`config.mk`:
```
export PLATFORM = sky130hd
export DESIGN_NAME = digital_compare_pwm_unit
export DESIGN_NICKNAME = d
export VERILOG_FILES = /design/src/digital_comparator_pkg.sv /design/src/digital_compare_pwm_unit.sv /design/src/pwm_compare_unit.sv
export SDC_FILE = /design/constraint.sdc
export NUM_CORES = 1
export LEC_CHECK = 0
export ABC_AREA = 0
export CORE_UTILIZATION = 45
export DETAILED_ROUTE_END_ITERATION = 8
export DONT_BUFFER_PORTS = 1
export PLACE_DENSITY = 0.64
export SETUP_SLACK_MARGIN = 0.3
export SYNTH_ARGS = -nofsm -noshare
export SYNTH_HDL_FRONTEND = slang
export SYNTH_HIERARCHICAL = 1
export SYNTH_SLANG_ARGS = --single-unit
```
`constraint.sdc`:
```
create_clock -name mclk -period 6.35 [get_ports mclk]
set_input_delay 1.27 -clock mclk [delete_from_list [all_inputs] [get_ports mclk]]
set_output_delay 1.27 -clock mclk [all_outputs]
set_load 0.05 [all_outputs]
```
`src/digital_comparator_pkg.sv`:
```
// Constants, register map and carrier types for the three-unit compare PWM block.
// Assumes one 50 MHz clock and a 32-bit Avalon-MM slave port with word-aligned registers.
// What this block does
// [RULE_01] Each unit compares two 8-bit operands.
// [RULE_02] Three independent compare PWM units.
// [RULE_03] Two select lines pick one of four registers.
// [RULE_04] Shared power-down input switches units off.
// [RULE_05] Duty range 0-99.61% or 0.39-100%.
// [RULE_06] Ramp counter sweeps 255 to 0 or up.
// [RULE_07] Compare operand stays steady one ramp period.
// [RULE_08] Positive output high while ramp below compare.
// [RULE_09] After ramp zero, output low until match.
// [RULE_10] Complementary outputs get 10-80 ns dead band; the code gives 40-100 ns.
// [RULE_11] Operand from serial, ADC, counter or register.
// [RULE_12] Four registers hold levels 51,102,154,0.
// [RULE_13] Runs only when power-down released and enabled.
// [RULE_14] High time equals compare counts of 256.
package digital_comparator_pkg;

    localparam int NUM_UNITS     = 3;                   // Independent compare units.
    localparam int NUM_CMP_REGS  = 4;                   // Compare registers per unit.
    localparam int CLK_MHZ       = 50;                  // Clock rate.
    localparam int CLK_PERIOD_NS = 1000 / CLK_MHZ;      // Clock period in ns.
    localparam int DB_STEP_NS    = 10;                  // Dead band step and minimum in ns.

    // Byte addresses of the register map.
    localparam logic [7:0] ADDR_RAMP_CTRL = 8'h00;      // Ramp direction.
    localparam logic [7:0] ADDR_STATUS    = 8'h04;      // Ramp value, outputs, pin level.
    localparam logic [7:0] ADDR_UNIT_BASE = 8'h20;      // First unit block.
    localparam logic [7:0] ADDR_UNIT_SPAN = 8'h20;      // Bytes per unit block.
    localparam logic [7:0] OFS_UNIT_CTRL  = 8'h00;      // Unit control word.
    localparam logic [7:0] OFS_UNIT_CMP0  = 8'h04;      // First compare register.

    // Unit control and status register fields.
    localparam int CTRL_POWER_BIT = 0;
    localparam int CTRL_SRC_LSB   = 1;
    localparam int CTRL_RANGE_BIT = 3;
    localparam int CTRL_DB_LSB    = 4;
    localparam int STAT_POS_LSB   = 8;
    localparam int STAT_NEG_LSB   = 11;
    localparam int STAT_PD_BIT    = 14;

    // Ramp endpoints and reset values.
    localparam logic [7:0] RAMP_TOP      = 8'hff;
    localparam logic [7:0] RAMP_BOTTOM   = 8'h00;
    localparam logic [1:0] CTRL_RESET    = 2'h0;
    localparam logic [7:0] CMP_RESET [NUM_CMP_REGS] = '{8'h33, 8'h66, 8'h9a, 8'h00};

    // Source of the non-ramp operand.
    typedef enum logic [1:0] {
        SRC_REGISTER,
        SRC_ADC,
        SRC_SERIAL,
        SRC_COUNTER
    } operand_src_t;

    // Per-unit configuration as software writes it.
    typedef struct packed {
        logic [2:0]   dead_band;   // Code n asks 10*(n+1) ns; both outputs stay low db_cycles(n)+1 clocks, 40..100 ns.
        logic         full_range;  // 1: 0.39..100 %, 0: 0..99.61 %.
        operand_src_t source;
        logic         power_on;
    } unit_cfg_t;

    // Pair of complementary outputs of one unit.
    typedef struct packed {
        logic pos;
        logic neg;
    } pwm_pair_t;

    // Dead band code to whole clock cycles, rounded up, never below one.
    function automatic logic [2:0] db_cycles(input logic [2:0] code);
        int ns;
        int cyc;
        ns  = DB_STEP_NS * (int'(code) + 1);
        cyc = (ns + CLK_PERIOD_NS - 1) / CLK_PERIOD_NS;
        if (cyc < 1) begin
            cyc = 1;
        end
        return cyc[2:0];
    endfunction : db_cycles

endpackage : digital_comparator_pkg

```
`src/digital_compare_pwm_unit.sv`:
```
// Top of the compare PWM block: Avalon-MM register file, shared ramp counter,
// pin synchronisers and three compare units.
// Assumes select and power-down pins are asynchronous; ADC, serial and counter
// operands come from logic on mclk.
`timescale 1ns/10ps
module digital_compare_pwm_unit
    import digital_comparator_pkg::*;
(
    input  wire logic                 mclk,
    input  wire logic                 sys_rst,
    input  wire logic [7:0]           address,
    input  wire logic                 read,
    input  wire logic                 write,
    input  wire logic [3:0]           byteenable,
    input  wire logic [31:0]          writedata,
    output logic      [31:0]          readdata,
    output logic                      waitrequest,
    input  wire logic [NUM_UNITS-1:0] register_select_0,
    input  wire logic [NUM_UNITS-1:0] register_select_1,
    input  wire logic                 shared_power_down,
    input  wire logic [7:0]           adc_result,
    input  wire logic [7:0]           serial_buffer,
    input  wire logic [7:0]           counter_value,
    output logic      [7:0]           ramp_counter,
    output logic      [NUM_UNITS-1:0] pwm_pos,
    output logic      [NUM_UNITS-1:0] pwm_neg
);

    // Bus state.
    logic        ack;                 // High in the cycle the access completes.
    logic        next_ack;
    logic [31:0] next_readdata;

    // Configuration state.
    logic        ramp_up;             // 0 counts down from 255, 1 counts up.
    logic        next_ramp_up;
    unit_cfg_t   cfg      [NUM_UNITS];
    unit_cfg_t   next_cfg [NUM_UNITS];
    logic [7:0]  cmp_reg      [NUM_UNITS][NUM_CMP_REGS];
    logic [7:0]  next_cmp_reg [NUM_UNITS][NUM_CMP_REGS];

    // Ramp state.
    logic [7:0]  next_ramp_counter;
    logic        period_start;        // Ramp sits on its first value.

    // Synchronisers: stage one feeds only stage two.
    logic [NUM_UNITS-1:0] sel0_meta;
    logic [NUM_UNITS-1:0] sel0_sync;
    logic [NUM_UNITS-1:0] sel1_meta;
    logic [NUM_UNITS-1:0] sel1_sync;
    logic                 pd_meta;
    logic                 pd_sync;

    // Unit interconnect.
    logic [7:0]  operand  [NUM_UNITS];
    pwm_pair_t   pair     [NUM_UNITS];
    logic        unit_run [NUM_UNITS];

    // Decode helpers.
    logic        in_unit;
    logic [7:0]  unit_ofs;
    logic [1:0]  unit_idx;
    logic [7:0]  rel_addr;
    logic        access;

    // Pins from outside the clock domain pass two flip-flops.
    always_ff @(posedge mclk or posedge sys_rst) begin
        if (sys_rst) begin
            sel0_meta <= '0;
            sel0_sync <= '0;
            sel1_meta <= '0;
            sel1_sync <= '0;
            pd_meta   <= 1'b1;
            pd_sync   <= 1'b1;
        end else begin
            sel0_meta <= register_select_0;
            sel0_sync <= sel0_meta;
            sel1_meta <= register_select_1;
            sel1_sync <= sel1_meta;
            pd_meta   <= shared_power_down;
            pd_sync   <= pd_meta;
        end
    end

    // Address decode into global registers or a unit block.
    always_comb begin
        access   = (read || write) && !ack;
        rel_addr = address - ADDR_UNIT_BASE;
        in_unit  = (address >= ADDR_UNIT_BASE) &&
                   (address < 8'(ADDR_UNIT_BASE + 8'(NUM_UNITS) * ADDR_UNIT_SPAN)) &&
                   (address[1:0] == 2'h0);
        unit_idx = 2'(rel_addr / ADDR_UNIT_SPAN);
        unit_ofs = rel_addr % ADDR_UNIT_SPAN;
    end

    // One wait state on every access; readdata is ready at the completing edge.
    always_comb begin
        waitrequest   = (read || write) && !ack;
        next_ack      = access;
        next_readdata = readdata;
        if (read && access) begin
            next_readdata = 32'h0000_0000;               // Unmapped reads return zero.
            if (address == ADDR_RAMP_CTRL) begin
                next_readdata[0] = ramp_up;
            end else if (address == ADDR_STATUS) begin
                next_readdata[7:0] = ramp_counter;
                next_readdata[STAT_POS_LSB +: NUM_UNITS] = pwm_pos;
                next_readdata[STAT_NEG_LSB +: NUM_UNITS] = pwm_neg;
                next_readdata[STAT_PD_BIT] = pd_sync;
            end else if (in_unit) begin
                if (unit_ofs == OFS_UNIT_CTRL) begin
                    next_readdata[6:0] = cfg[unit_idx];
                end else if (unit_ofs >= OFS_UNIT_CMP0 &&
                             unit_ofs < 8'(OFS_UNIT_CMP0 + 8'(4 * NUM_CMP_REGS))) begin
                    next_readdata[7:0] = cmp_reg[unit_idx][2'((unit_ofs - OFS_UNIT_CMP0) >> 2)];
                end
            end
        end
    end

    // Register writes; only byte lane 0 carries data, wider lanes are ignored.
    always_comb begin
        next_ramp_up = ramp_up;
        next_cfg     = cfg;
        next_cmp_reg = cmp_reg;
        if (write && ack && byteenable[0]) begin
            if (address == ADDR_RAMP_CTRL) begin
                next_ramp_up = writedata[0];             // [RULE_06]
            end else if (in_unit) begin
                if (unit_ofs == OFS_UNIT_CTRL) begin
                    next_cfg[unit_idx] = unit_cfg_t'(writedata[6:0]);
                end else if (unit_ofs >= OFS_UNIT_CMP0 &&
                             unit_ofs < 8'(OFS_UNIT_CMP0 + 8'(4 * NUM_CMP_REGS))) begin
                    next_cmp_reg[unit_idx][2'((unit_ofs - OFS_UNIT_CMP0) >> 2)] = writedata[7:0];
                end
            end
        end
    end

    // Bus and configuration registers.
    always_ff @(posedge mclk or posedge sys_rst) begin
        if (sys_rst) begin
            ack      <= 1'b0;
            readdata <= 32'h0000_0000;
            ramp_up  <= 1'b0;
            for (int u = 0; u < NUM_UNITS; u++) begin
                cfg[u] <= unit_cfg_t'(7'(CTRL_RESET));
                for (int k = 0; k < NUM_CMP_REGS; k++) begin
                    cmp_reg[u][k] <= CMP_RESET[k];       // [RULE_12]
                end
            end
        end else begin
            ack      <= next_ack;
            readdata <= next_readdata;
            ramp_up  <= next_ramp_up;
            cfg      <= next_cfg;
            cmp_reg  <= next_cmp_reg;
        end
    end

    // Free-running ramp through all 256 values in the chosen direction.
    always_comb begin
        if (ramp_up) begin
            next_ramp_counter = ramp_counter + 8'h01;    // [RULE_06]
            period_start      = (ramp_counter == RAMP_BOTTOM);
        end else begin
            next_ramp_counter = ramp_counter - 8'h01;    // [RULE_06]
            period_start      = (ramp_counter == RAMP_TOP);
        end
    end

    // Ramp register.
    always_ff @(posedge mclk or posedge sys_rst) begin
        if (sys_rst) begin
            ramp_counter <= RAMP_TOP;
        end else begin
            ramp_counter <= next_ramp_counter;
        end
    end

    // Operand selection and run gating for each unit.
    // The select pins are decoded live; their two-cycle sync lag is harmless
    // because the unit only samples the operand at period start.
    always_comb begin
        for (int u = 0; u < NUM_UNITS; u++) begin
            case (cfg[u].source)
                SRC_REGISTER: operand[u] = cmp_reg[u][{sel1_sync[u], sel0_sync[u]}]; // [RULE_03] [RULE_12]
                SRC_ADC:      operand[u] = adc_result;    // [RULE_11]
                SRC_SERIAL:   operand[u] = serial_buffer; // [RULE_11]
                SRC_COUNTER:  operand[u] = counter_value; // [RULE_11]
                default:      operand[u] = 8'h00;
            endcase
            // Shared pin must be released and the unit's own power bit set.
            unit_run[u] = !pd_sync && cfg[u].power_on;   // [RULE_04] [RULE_13]
        end
    end

    // Three identical, independent units.
    for (genvar g = 0; g < NUM_UNITS; g++) begin : g_unit
        pwm_compare_unit u_unit (                        // [RULE_02]
            .mclk         (mclk),
            .sys_rst      (sys_rst),
            .run          (unit_run[g]),
            .cfg          (cfg[g]),
            .ramp         (ramp_counter),
            .period_start (period_start),
            .operand      (operand[g]),
            .outs         (pair[g])
        );
        assign pwm_pos[g] = pair[g].pos;
        assign pwm_neg[g] = pair[g].neg;
    end

endmodule : digital_compare_pwm_unit

```
`src/pwm_compare_unit.sv`:
```
// One compare PWM unit: operand shadow, comparator and dead band generator.
// Assumes the ramp value and period-start strobe come from the shared ramp counter.
`timescale 1ns/10ps
module pwm_compare_unit
    import digital_comparator_pkg::*;
(
    input  wire logic       mclk,
    input  wire logic       sys_rst,
    input  wire logic       run,
    input  unit_cfg_t       cfg,
    input  wire logic [7:0] ramp,
    input  wire logic       period_start,
    input  wire logic [7:0] operand,
    output pwm_pair_t       outs
);

    logic [7:0] shadow;          // Operand held for a whole ramp period.
    logic [7:0] next_shadow;
    logic [2:0] db_count;        // Cycles the raw level has been stable.
    logic [2:0] next_db_count;
    logic       raw_q;           // Raw compare level of the previous cycle.
    logic       next_raw_q;
    pwm_pair_t  next_outs;
    logic       raw;             // Comparator result.

    // Compare: strict less gives 0..255/256, less-or-equal gives 1..256/256.
    always_comb begin
        if (cfg.full_range) begin
            raw = (ramp <= shadow);                      // [RULE_05] [RULE_14]
        end else begin
            raw = (ramp < shadow);                       // [RULE_01] [RULE_08] [RULE_09]
        end
    end

    // Next-state logic for shadow, stability counter and outputs.
    always_comb begin
        next_shadow   = shadow;
        next_db_count = db_count;
        next_raw_q    = raw;
        next_outs     = outs;
        // Sampling only at period start keeps one period's duty consistent.
        if (period_start) begin
            next_shadow = operand;                       // [RULE_07]
        end
        if (!run) begin
            // A powered-down unit drives both outputs low.
            next_outs     = '0;                          // [RULE_04] [RULE_13]
            next_db_count = '0;
        end else if (raw != raw_q) begin
            // Any transition drops both sides first, opening the dead band.
            next_outs     = '0;                          // [RULE_10]
            next_db_count = '0;
        end else if (db_count < db_cycles(cfg.dead_band)) begin
            next_db_count = db_count + 3'h1;
        end else begin
            next_outs.pos = raw;                         // [RULE_10]
            next_outs.neg = !raw;
        end
    end

    // Register stage.
    always_ff @(posedge mclk or posedge sys_rst) begin
        if (sys_rst) begin
            shadow   <= 8'h00;
            db_count <= 3'h0;
            raw_q    <= 1'b0;
            outs     <= '0;
        end else begin
            shadow   <= next_shadow;
            db_count <= next_db_count;
            raw_q    <= next_raw_q;
            outs     <= next_outs;
        end
    end

endmodule : pwm_compare_unit
```
==> results by group <==
Run status
  – Outcome: completed

Final layout
  – Area grow syn2layout: 6.52%
  – Number of diodes added for antenna fixing: 0
  – Highest-count cells in the layout ignoring fill and taps: sky130_fd_sc_hd__dfrtp_1, sky130_fd_sc_hd__mux2_2, sky130_fd_sc_hd__nand2_1
  – # fillers: 2564
  – Final Cell Area: 14000 sq um
  – Most frequent standard cell in the layout excluding fill and tap cells: sky130_fd_sc_hd__dfrtp_1
  – Utilization after layout: 48.8%
  – Total number of nets in the final design: 1275
  – Number of flip-flops under the largest register name: 96
  – Fraction of layout cells with a size suffix above 1: 28.9%

Power
  – Internal power of the cells: 2.14 mW
  – Cell area power density: 229 nW/um^2
  – Leakage dissipation: 6.30 nW
  – Combinational group share of total power: 17.9%
  – Switching Power: 1.06 mW
  – Peak supply drop: 0.193 mV
  – Share of power burned in the clock network: 34.0%
  – Flop pwr share: 48.1%
  – Switching Fraction: 33.1%

Logic synthesis
  – Synth warnings: 6
  – Number of flops mapped to enable cells by yosys: 0
  – Dominant register cell in the synthesized netlist: sky130_fd_sc_hd__dfrtp_1
  – Sequential-to-total area share from yosys stat: 38.2%
  – Portion of synthesized cell area occupied by the leading cell type: 29.0%
  – Area of the mapped netlist: 13100 sq um
  – Gate count after technology mapping: 1142
  – Synthesized area divided by synthesized cell count: 11.5 sq um
  – Library cells used by synthesis: 81
  – Flops & latches, synth: 198
  – Yosys top cell by area: sky130_fd_sc_hd__dfrtp_1
  – Top cells by area, synth: sky130_fd_sc_hd__dfrtp_1, sky130_fd_sc_hd__mux4_2, sky130_fd_sc_hd__mux2_2, sky130_fd_sc_hd__dfstp_2, sky130_fd_sc_hd__ha_1
  – Share of flip-flops with an asynchronous set or reset after synthesis: 100%

STA
  – TNS Setup: 0 ns
  – Final hold violation count: 0
  – Count of final max-slew check failures: 0
  – Final worst hold slack: 0.350 ns
  – Max_slew headroom: 23.1%
  – Slew of the pin with the lowest slew margin: 1.15 ns
  – RSZ-0062 raised after global routing: false
  – Number of setup violations in the final report: 0
  – Highest clock rate: 178 MHz
  – Fin Clk Skew: 0.0236 ns
  – Minimum period implied by the final worst setup slack: 5.63 ns
  – Ratio of final minimum period to clock period: 88.6%

GRT
  – First-pass GRT wire length: 52.1 mm
  – Aggregate global-route resource usage: 22.9%
  – Maximum number of pins on one net before global-route repair: 91
  – Number of antenna violations at the first check in global routing: 0
  – Number of global-route vias before repair: 8885
  – Grt total ovfl: 0

Worst setup path
  – Largest fanout of any net on the critical path: 12
  – Reg-to-reg slack, setup: 0.72 ns
  – Register-to-Register Path Depth: 18
  – Type of the worst setup path: flop to flop
  – RR Endpoint: g_unit[0].u_unit/outs[0]
  – CP endpoint kind: flop
  – Worst path required time: 6.67 ns
  – Worst reg2reg startpoint: cfg[20]
  – Element type at the critical path start: flop
  – Critical path data arrival time: 5.95 ns

Placement
  – Total half-perimeter wirelength after legalization and detailed placement: 24.7 mm
  – IO buf count: 0
  – Routability-driven placement congestion ratio: 0.859
  – Placement Cell Area: 13400 sq um

Hold path
  – Number of instances on the worst hold path: 0
  – Terminating pin of the worst hold path: sel0_sync[1]
  – Hold wc startpoint: sel0_meta[1]
  – Hold/Removal Path Class: flop to flop

Clocking
  – TritonCTS clock tree: yes
  – Master cell of the clock root buffer: sky130_fd_sc_hd__clkbuf_16
  – Clock tree sinks: 198
  – Total clock buffers created by CTS: 17
  – Clock insertion delay at the later pin of the skew report: 0.46 ns
  – Post-CTS resize count: 0
  – Number of H-tree levels: 4
  – Number of buffers on the longest clock path: 2
  – Hold-fix buffers, CTS: 0
  – Buffer count from post-CTS setup fixing: 0
  – Clock-pin slew on the worst setup and hold paths: 0.08 ns

Drt
  – Drc violations: 0
  – Initial DRT Pass Iterations: 5
  – Detail-routed net length per standard cell: 22.1 um
  – Detailed-route via count: 9116
  – Wire length reported by the detailed router: 33.5 mm
  – Via density per instance: 6.03
  – DR iter-0 viols: 708
  – Number of routed nets with antenna violations: 0

Floorplan
  – Starting density of the core: 45.8%
  – Number of top-level pins: 126
  – Cell Rows: 62
  – Core Region: 28700 sq um
  – DIE HEIGHT: 173 um
  – Die X: 173 um
  – Area enclosed by the die boundary: 29900 sq um

Run
  – Number of maximum-capacitance violations: 0
[cell type report]
| class | count | area (sq um) | area share, % |
|---|---|---|---|
| clock buffers | 18 | 439 | 3.14 |
| well taps | 384 | 480 | 3.43 |
| repair buffers | 7 | 52.6 | 0.376 |
| flip-flops and latches | 198 | 5010 | 35.8 |
| clock inverters | 14 | 153 | 1.09 |
| multi-input cells | 828 | 7610 | 54.4 |
| inverters | 64 | 245 | 1.75 |
[metrics by stage]
stage	power (mW)	std cells	setup slack, ns
after floorplan	1.99	1158	0.950
after global placement	2.11	1481	0.943
after detailed placement	2.13	1481	0.874
after CTS	3.22	1513	0.803
after global routing	3.35	1513	0.350
final	3.20	1513	0.722
[kinds of logic (layout without fill, tap and decap cells)]
logic type                 Yosys count  after routing  share of synthesized area (%)
and+or+nand+nor                    302            302                           12.9
muxes                              223            223                           24.9
DFF                                198            198                           38.2
AOI/OAI and AO/OA                  189            189                           10.0
buffers and inverters              132            103                           4.42
adders and majority gates           80             80                           8.02
xor gates and xnor gates            17             17                           1.51
other                                1             17                         0.0285
[worst max-delay path, cell delays in order (launching register included)]
cell and delay, ns:
sky130_fd_sc_hd__dfrtp_1 0.59, sky130_fd_sc_hd__nand3_1 0.35, sky130_fd_sc_hd__inv_1 0.28, sky130_fd_sc_hd__ha_1 0.27
sky130_fd_sc_hd__ha_1 0.22, sky130_fd_sc_hd__fa_1 0.61, sky130_fd_sc_hd__nand3b_1 0.16, sky130_fd_sc_hd__mux2i_1 0.14
sky130_fd_sc_hd__or3_1 0.46, sky130_fd_sc_hd__o31a_1 0.32, sky130_fd_sc_hd__o221ai_1 0.32, sky130_fd_sc_hd__nor2_1 0.10
sky130_fd_sc_hd__ha_1 0.30, sky130_fd_sc_hd__a21o_1 0.15, sky130_fd_sc_hd__a21oi_1 0.23, sky130_fd_sc_hd__nand4_1 0.16
sky130_fd_sc_hd__or4_4 0.49, sky130_fd_sc_hd__a21o_1 0.23, sky130_fd_sc_hd__mux2i_1 0.12
[power groups by stage]
stage	Sequential [mW]	Clock, mW	Combinational [mW]
2_1_floorplan	1.49	0	0.498
3_3_place_gp	1.56	0	0.556
3_5_place_dp	1.56	0	0.574
4_1_cts	1.54	1.11	0.579
5_1_grt	1.55	1.15	0.647
6_report	1.54	1.09	0.574
[metal layers]
layer | part of all wire (%) | GRT usage (%)
met1 | 42 | 29.0
met4 | 2.7 | 7.49
met3 | 8.2 | 7.56
met5 | 0.12 | 0.962
met2 | 47 | 36.8
[worst max-delay path by stage]
stage,from,endpoint,slack (ns),cells after the start
2_1_floorplan,sys_rst,ack,0.95,1
3_3_place_gp,cfg[20],g_unit[0].u_unit/outs[0],0.94,18
3_5_place_dp,cfg[20],g_unit[0].u_unit/outs[0],0.87,18
4_1_cts,cfg[20],g_unit[0].u_unit/outs[0],0.80,18
5_1_grt,cfg[20],g_unit[0].u_unit/outs[0],0.35,18
6_report,cfg[20],g_unit[0].u_unit/outs[0],0.72,18
[Yosys cell counts (21+ instances only)]
| cell type | instances |
|---|---|
| sky130_fd_sc_hd__a21oi_1 | 32 |
| sky130_fd_sc_hd__clkbuf_1 | 37 |
| sky130_fd_sc_hd__dfrtp_1 | 152 |
| sky130_fd_sc_hd__dfstp_2 | 46 |
| sky130_fd_sc_hd__ha_1 | 73 |
| sky130_fd_sc_hd__inv_1 | 62 |
| sky130_fd_sc_hd__mux2_2 | 125 |
| sky130_fd_sc_hd__mux2i_1 | 21 |
| sky130_fd_sc_hd__mux4_2 | 70 |
| sky130_fd_sc_hd__nand2_1 | 82 |
| sky130_fd_sc_hd__nand3_1 | 29 |
| sky130_fd_sc_hd__nor2_1 | 49 |
| sky130_fd_sc_hd__o21ai_0 | 48 |
(Power assumes the default switching activity.)
